===== config.mk =====
export PLATFORM = sky130hd
export DESIGN_NAME = ecr_capability_regs
export DESIGN_NICKNAME = d
export VERILOG_FILES = /design/src/ecr_strap_sync.v /design/src/ecr_capability_regs.v
export VERILOG_INCLUDE_DIRS = /design/src
export SDC_FILE = /design/constraint.sdc
export NUM_CORES = 1
export LEC_CHECK = 0
export BUFFER_PORTS_ARGS = -buffer_cell sky130_fd_sc_hd__buf_4
export CORE_UTILIZATION = 30
export DETAILED_ROUTE_END_ITERATION = 16
export PLACE_DENSITY = 0.8
export SYNTH_ARGS = -nofsm -noshare
export SYNTH_HDL_FRONTEND = slang
export SYNTH_SLANG_ARGS = --single-unit

===== constraint.sdc =====
create_clock -name hclk -period 2.4 [get_ports hclk]
set_input_delay 0 -clock hclk [delete_from_list [all_inputs] [get_ports hclk]]
set_output_delay 0 -clock hclk [all_outputs]
set_load 0.01 [all_outputs]

===== src/ecr_consts.vh =====
/*
  Constants for the endpoint capability register bank: register byte
  addresses, field positions and the fixed values each field returns.
  Assumes inclusion by bare name from the design files only.
*/
`ifndef ECR_CONSTS_VH
`define ECR_CONSTS_VH

// Register byte addresses on the AHB-Lite bus
`define ECR_ASSEMBLY_INFO_ADDR 32'h0000100c
`define ECR_FEATURES_ADDR 32'h00001010

// Assembly information fields
`define ECR_ASSEMBLY_REV_LSB 16
`define ECR_ASSEMBLY_REV_VAL 16'h0000
`define ECR_LIST_PTR_LSB 0
`define ECR_LIST_PTR_VAL 16'h0100

// Features register bit positions
`define ECR_BRIDGE_BIT 31
`define ECR_MEMORY_BIT 30
`define ECR_PROCESSOR_BIT 29
`define ECR_SWITCH_BIT 28
`define ECR_VARIANT_LSB 8
`define ECR_FLOW_CTRL_BIT 7
`define ECR_CRC_SKIP_BIT 6
`define ECR_CRF_BIT 5
`define ECR_LARGE_BIT 4
`define ECR_EXT_FEAT_BIT 3
`define ECR_ADDR_CAP_LSB 0

// Features register fixed field values
`define ECR_BRIDGE_VAL 1'b0
`define ECR_MEMORY_VAL 1'b0
`define ECR_PROCESSOR_VAL 1'b1
`define ECR_SWITCH_VAL 1'b0
`define ECR_VARIANT_ZERO 8'h00
`define ECR_VARIANT_ONE 8'h01
`define ECR_FLOW_CTRL_VAL 1'b0
`define ECR_CRC_SKIP_VAL 1'b0
`define ECR_CRF_VAL 1'b0
`define ECR_LARGE_VAL 1'b0
`define ECR_EXT_FEAT_VAL 1'b1
`define ECR_ADDR_CAP_VAL 3'b001

// Cycles after reset release before the strap is sampled
`define ECR_STRAP_SETTLE 2'h3
`define ECR_DATA_RESET 32'h00000000

`endif


===== src/ecr_strap_sync.v =====
/*
  Three-stage synchroniser for the asynchronous variant strap pin.
  Assumes one clock, hclk, and an active-low asynchronous reset.
  Exposes the second and third stages so the caller can check agreement.
*/
`timescale 1ns/10ps
module ecr_strap_sync (
  hclk,
  hresetn,
  strap_in,
  sync_mid,
  sync_out
);
  input wire hclk;
  input wire hresetn;
  input wire strap_in;
  output wire sync_mid;
  output wire sync_out;

  reg [2:0] stage_r;

  // Stage 0 feeds only stage 1; nothing else may look at it
  always @(posedge hclk or negedge hresetn) begin
    if (!hresetn) begin
      stage_r <= 3'h0;
    end else begin
      stage_r <= {stage_r[1:0], strap_in};
    end
  end

  assign sync_mid = stage_r[1];
  assign sync_out = stage_r[2];
endmodule


===== src/ecr_capability_regs.v =====
/*
  Endpoint capability register bank: assembly information and element
  features, both read-only, as an AHB-Lite slave with zero wait states.
  Assumes a single AHB-Lite master, word transfers, and a variant strap
  pin that is stable from reset release onward.
*/
`timescale 1ns/10ps
`include "ecr_consts.vh"
module ecr_capability_regs (
  hclk,
  hresetn,
  hsel,
  haddr,
  htrans,
  hwrite,
  hsize,
  hwdata,
  hready,
  hreadyout,
  hresp,
  hrdata,
  variant_strap
);
  input wire hclk;
  input wire hresetn;
  input wire hsel;
  input wire [31:0] haddr;
  input wire [1:0] htrans;
  input wire hwrite;
  input wire [2:0] hsize;
  input wire [31:0] hwdata;
  input wire hready;
  output wire hreadyout;
  output wire hresp;
  output wire [31:0] hrdata;
  input wire variant_strap;

  localparam ST_SETTLE = 2'b01;
  localparam ST_LOCKED = 2'b10;

  reg [1:0] state_r;
  reg [1:0] state_nxt;
  reg [1:0] settle_cnt_r;
  reg [7:0] variant_r;
  reg [31:0] hrdata_r;
  wire strap_mid;
  wire strap_out;
  wire access;
  wire [31:0] assembly_word;
  wire [31:0] features_word;

  ecr_strap_sync ecr_strap_sync_inst (
    .hclk(hclk),
    .hresetn(hresetn),
    .strap_in(variant_strap),
    .sync_mid(strap_mid),
    .sync_out(strap_out)
  );

  // Strap is taken once, when two synchronised stages agree, then locked
  always @* begin
    state_nxt = state_r;
    case (state_r)
      ST_SETTLE: begin
        if (settle_cnt_r == `ECR_STRAP_SETTLE && strap_mid == strap_out) begin
          state_nxt = ST_LOCKED;
        end
      end
      ST_LOCKED: begin
        state_nxt = ST_LOCKED;
      end
      default: begin
        state_nxt = ST_SETTLE;
      end
    endcase
  end

  always @(posedge hclk or negedge hresetn) begin
    if (!hresetn) begin
      state_r <= ST_SETTLE;
      settle_cnt_r <= 2'h0;
      variant_r <= `ECR_VARIANT_ZERO;
    end else begin
      state_r <= state_nxt;
      if (settle_cnt_r != `ECR_STRAP_SETTLE) begin
        settle_cnt_r <= settle_cnt_r + 2'h1;
      end
      if (state_r == ST_SETTLE && state_nxt == ST_LOCKED) begin
        // Variant field is 00h or 01h only
        variant_r <= strap_out ? `ECR_VARIANT_ONE : `ECR_VARIANT_ZERO;
      end
    end
  end

  assign assembly_word = {`ECR_ASSEMBLY_REV_VAL,
                          `ECR_LIST_PTR_VAL};

  // Reserved 27-16 tie to zero; 15-8 follow the variant
  assign features_word = {`ECR_BRIDGE_VAL,
                          `ECR_MEMORY_VAL,
                          `ECR_PROCESSOR_VAL,
                          `ECR_SWITCH_VAL,
                          12'h000,
                          variant_r,
                          `ECR_FLOW_CTRL_VAL,
                          `ECR_CRC_SKIP_VAL,
                          `ECR_CRF_VAL,
                          `ECR_LARGE_VAL,
                          `ECR_EXT_FEAT_VAL,
                          `ECR_ADDR_CAP_VAL};

  // Unmapped addresses read as zero rather than erroring
  function [31:0] read_mux;
    input [31:0] addr;
    input [31:0] asm_w;
    input [31:0] feat_w;
    begin
      case (addr)
        `ECR_ASSEMBLY_INFO_ADDR: read_mux = asm_w;
        `ECR_FEATURES_ADDR: read_mux = feat_w;
        default: read_mux = 32'h00000000;
      endcase
    end
  endfunction

  assign access = hsel & htrans[1] & hready;

  // Writes are accepted with OKAY but never reach any storage
  always @(posedge hclk or negedge hresetn) begin
    if (!hresetn) begin
      hrdata_r <= `ECR_DATA_RESET;
    end else if (access && !hwrite) begin
      hrdata_r <= read_mux({haddr[31:2], 2'b00}, assembly_word,
                           features_word);
    end
  end

  // Zero wait states: every data phase completes in one cycle
  assign hreadyout = 1'b1;
  assign hresp = 1'b0;
  assign hrdata = hrdata_r;
endmodule


==> reports/qor.yml <==
sta:
  clock.fmax_mhz: 607.2
  tns_ps: 0
  fin_ws_ps: 753.1
  slew_viol_final: 0
  setup_viol: 0
  hold_violations: 0
  hold_ws_ps: 13.59
  skew_ps: 3.365
  period_needed_ps: 1647
  finalCritPeriodShare_pct: 68.62
  rsz0062_at_grt: "no"
final_layout:
  antenna_cells: 0
  regArea_um2: 251.5
  final_area_um2: 1022
  multiInputGateArea_um2: 371.6
  nets: 202
  drive_gt1_share_pct: 39.02
  syn2layout_area_growth_pct: 33.50
  final_cells: 151
  fin_util_pct: 44.09
  fillers: 227
  final_cell_mix: "40 x buf_4, 30 x conb_1, 9 x dfrtp_1"
  final_common_cell: "buf_4"
placement:
  hpwlAfterDp_mm: 1.358
  port_buffers: 40
  gp_congestion: 0.6868
  place_area_um2: 965.9
  pre_cts_ws_ps: 759.4
  dp_cells: 144
power:
  leakage_nw: 0.5184
  powerDensity_nw_per_um2: 511.6
  vdd_drop_max_v: 0.0002471
  power.share.clock_pct: 22.9
  combPwrFrac_pct: 35.4
  internal_power_uw: 362.9
  finalPower_uw: 523.0
  netSwitchingPower_uw: 160.1
  switching_share_pct: 30.61
  power_frac_seq_pct: 41.7
synthesis:
  synth-seq-cells: 10
  netlist_area_um2: 765.7
  synth.top_cell.area_share_pct: 31.37
  syn_area_per_cell_um2: 9.572
  ys_warn_count: 0
  synthTopCellsByArea: "buf_4 31%, dfrtp_1 29%, ha_1 4.9%"
  yosys.cell_types.count: 27
  synth_top_area_cell: "buf_4"
  synth-seq-area-share_pct: 32.84
  syn_inst: 80
worst_setup_path:
  cp.required_ps: 2540
  start_kind: "flop"
  criticalPathCategory: "reg2reg"
  crit_family: "flip-flops"
  crit_arrival_ps: 1790
  cpPeakStageDelay_ps: 550
  worstPathCellList: "inv_1, ha_1, nand2b_1, a21oi_1, mux2_1"
  crit_fanout: 3
  critPathCaptureType: "flop"
  path_buf_inv: 1
  worst_path_max_delay_cell: "dfstp_2"
route:
  drc: 0
  firstDrtPassIters: 4
  vias: 608
  wl_mm: 1.531
  wl_per_cell_um: 10.14
  drt_iter0_drc: 5
  viasPerCell: 4.026
  drtAntennaViolNets: 0
run:
  maxCapViolations: 0
clock_network:
  numCtsBuffers: 3
  post-cts-setup-buffer-count: 0
  cts.path.max_buffers: 2
  cts_resized: 0
  cts_tree: "yes"
  worstSkewPairLatency_ps: 260
  clock-sinks: 10
  clk_pin_slew_ps: 60
  cts_max_level: 1
  root_buffer: "clkbuf_4"
global_route:
  grt_pass1_vias: 639
  grt_usage_pct: 13.16
  antenna_found_initial: 0
  grt_max_degree: 11
  overflow: 0
  grt_pass1_wl_mm: 2.580
floorplanning:
  io_pins: 109
  rows: 17
  die_h_um: 52.52
  die_w_um: 52.52
  start_util_pct: 33.03
  core_um2: 2318
  dieArea_um2: 2758
min_path:
  worstHoldPathType: "in2reg"
outcome:
  status: "completed"
-- registers in the layout (all words and copies together) (netlist names) --
register                     cells
settle_cnt_r                     2
variant_r                        1
ecr_strap_sync_inst.stage_r      3
hrdata                           2
state_r                          2
-- path summary, 6_finish.rpt --
check / from / slack [ps] / end / cells past startpoint
max reg2reg: state_r[0]$_DFF_PN1_ / 750 / variant_r[0]$_DFFE_PN0P_ / 5
min: haddr[2] / 10 / hrdata[3]$_DFFE_PN0P_ / 4
min reg2reg: ecr_strap_sync_inst.stage_r[0]$_DFF_PN0_ / 350 / ecr_strap_sync_inst.stage_r[1]$_DFF_PN0_ / 0
max in group asynchronous: hresetn / 2070 / state_r[0]$_DFF_PN1_ / 2
min in group asynchronous: hresetn / 110 / settle_cnt_r[0]$_DFFE_PN0N_ / 2
max: state_r[0]$_DFF_PN1_ / 750 / variant_r[0]$_DFFE_PN0P_ / 5
-- cells in the mapped netlist --
master and n:
a21boi_1 1, a21oi_1 1, a31oi_1 1, and4_1 1, buf_4 32, conb_1 2
dfrtp_1 9, dfstp_2 1, ha_1 3, inv_1 2, mux2_1 1, mux2_2 1
nand2_1 5, nand2b_1 1, nand3_1 1, nand4_1 1, nand4b_1 1, nor2_1 2
nor3_1 1, nor4_1 3, nor4_2 1, nor4_4 1, nor4b_1 1, o21ai_0 2
o21ba_2 1, o31ai_1 2, xnor2_1 2
-- layout make-up --
class	instances	share of cell area [%]
Inverter	2	0.7344
Tap cell	28	3.427
Timing Repair Buffer	43	32.31
Sequential cell	10	24.60
Clock buffer	4	2.570
Multi-Input combinational cell	64	36.35
-- cells by family after synthesis --
group                      count (synthesis)  share of synthesized area [%]
muxes                                      2                          2.941
xor gates and xnor gates                   2                          2.288
and+or+nand+nor                           19                          16.67
adders and majority gates                  3                          4.902
buffers and inverters                     34                          32.35
DFF                                       10                          32.84
other                                      2                         0.9808
AOI/OAI and AO/OA                          8                          7.026
-- power groups by stage --
stage	clock network [mW]	logic (mW)	registers (mW)
floorplan	0	0.145	0.216
global placement	0	0.165	0.218
detailed placement	0	0.181	0.221
CTS	0.128	0.186	0.218
global route	0.139	0.211	0.221
finish	0.120	0.185	0.218
-- worst min-delay path: cells and delay by family --
kind / cells / cell delay (ps)
AO/OA/AOI/OAI: 1 / 50
buffers and inverters: 1 / 80
AND/OR/NAND/NOR: 2 / 100
-- what timing repair did --
action,4_1_cts,5_1_grt
setup endpoints to repair,0,0
hold buffers,3,0
endpoints found under the hold margin,12,0
-- per-layer routing --
metal  track usage, %  vias to the layer above  wire (um)
met5                0                        -          0
met4            3.070                        0          0
met3            5.217                        0         94
met2            24.89                       33        877
met1            13.23                      279        560
li1                 -                      296          -
No activity file was read; power rests on OpenSTA's default activity.
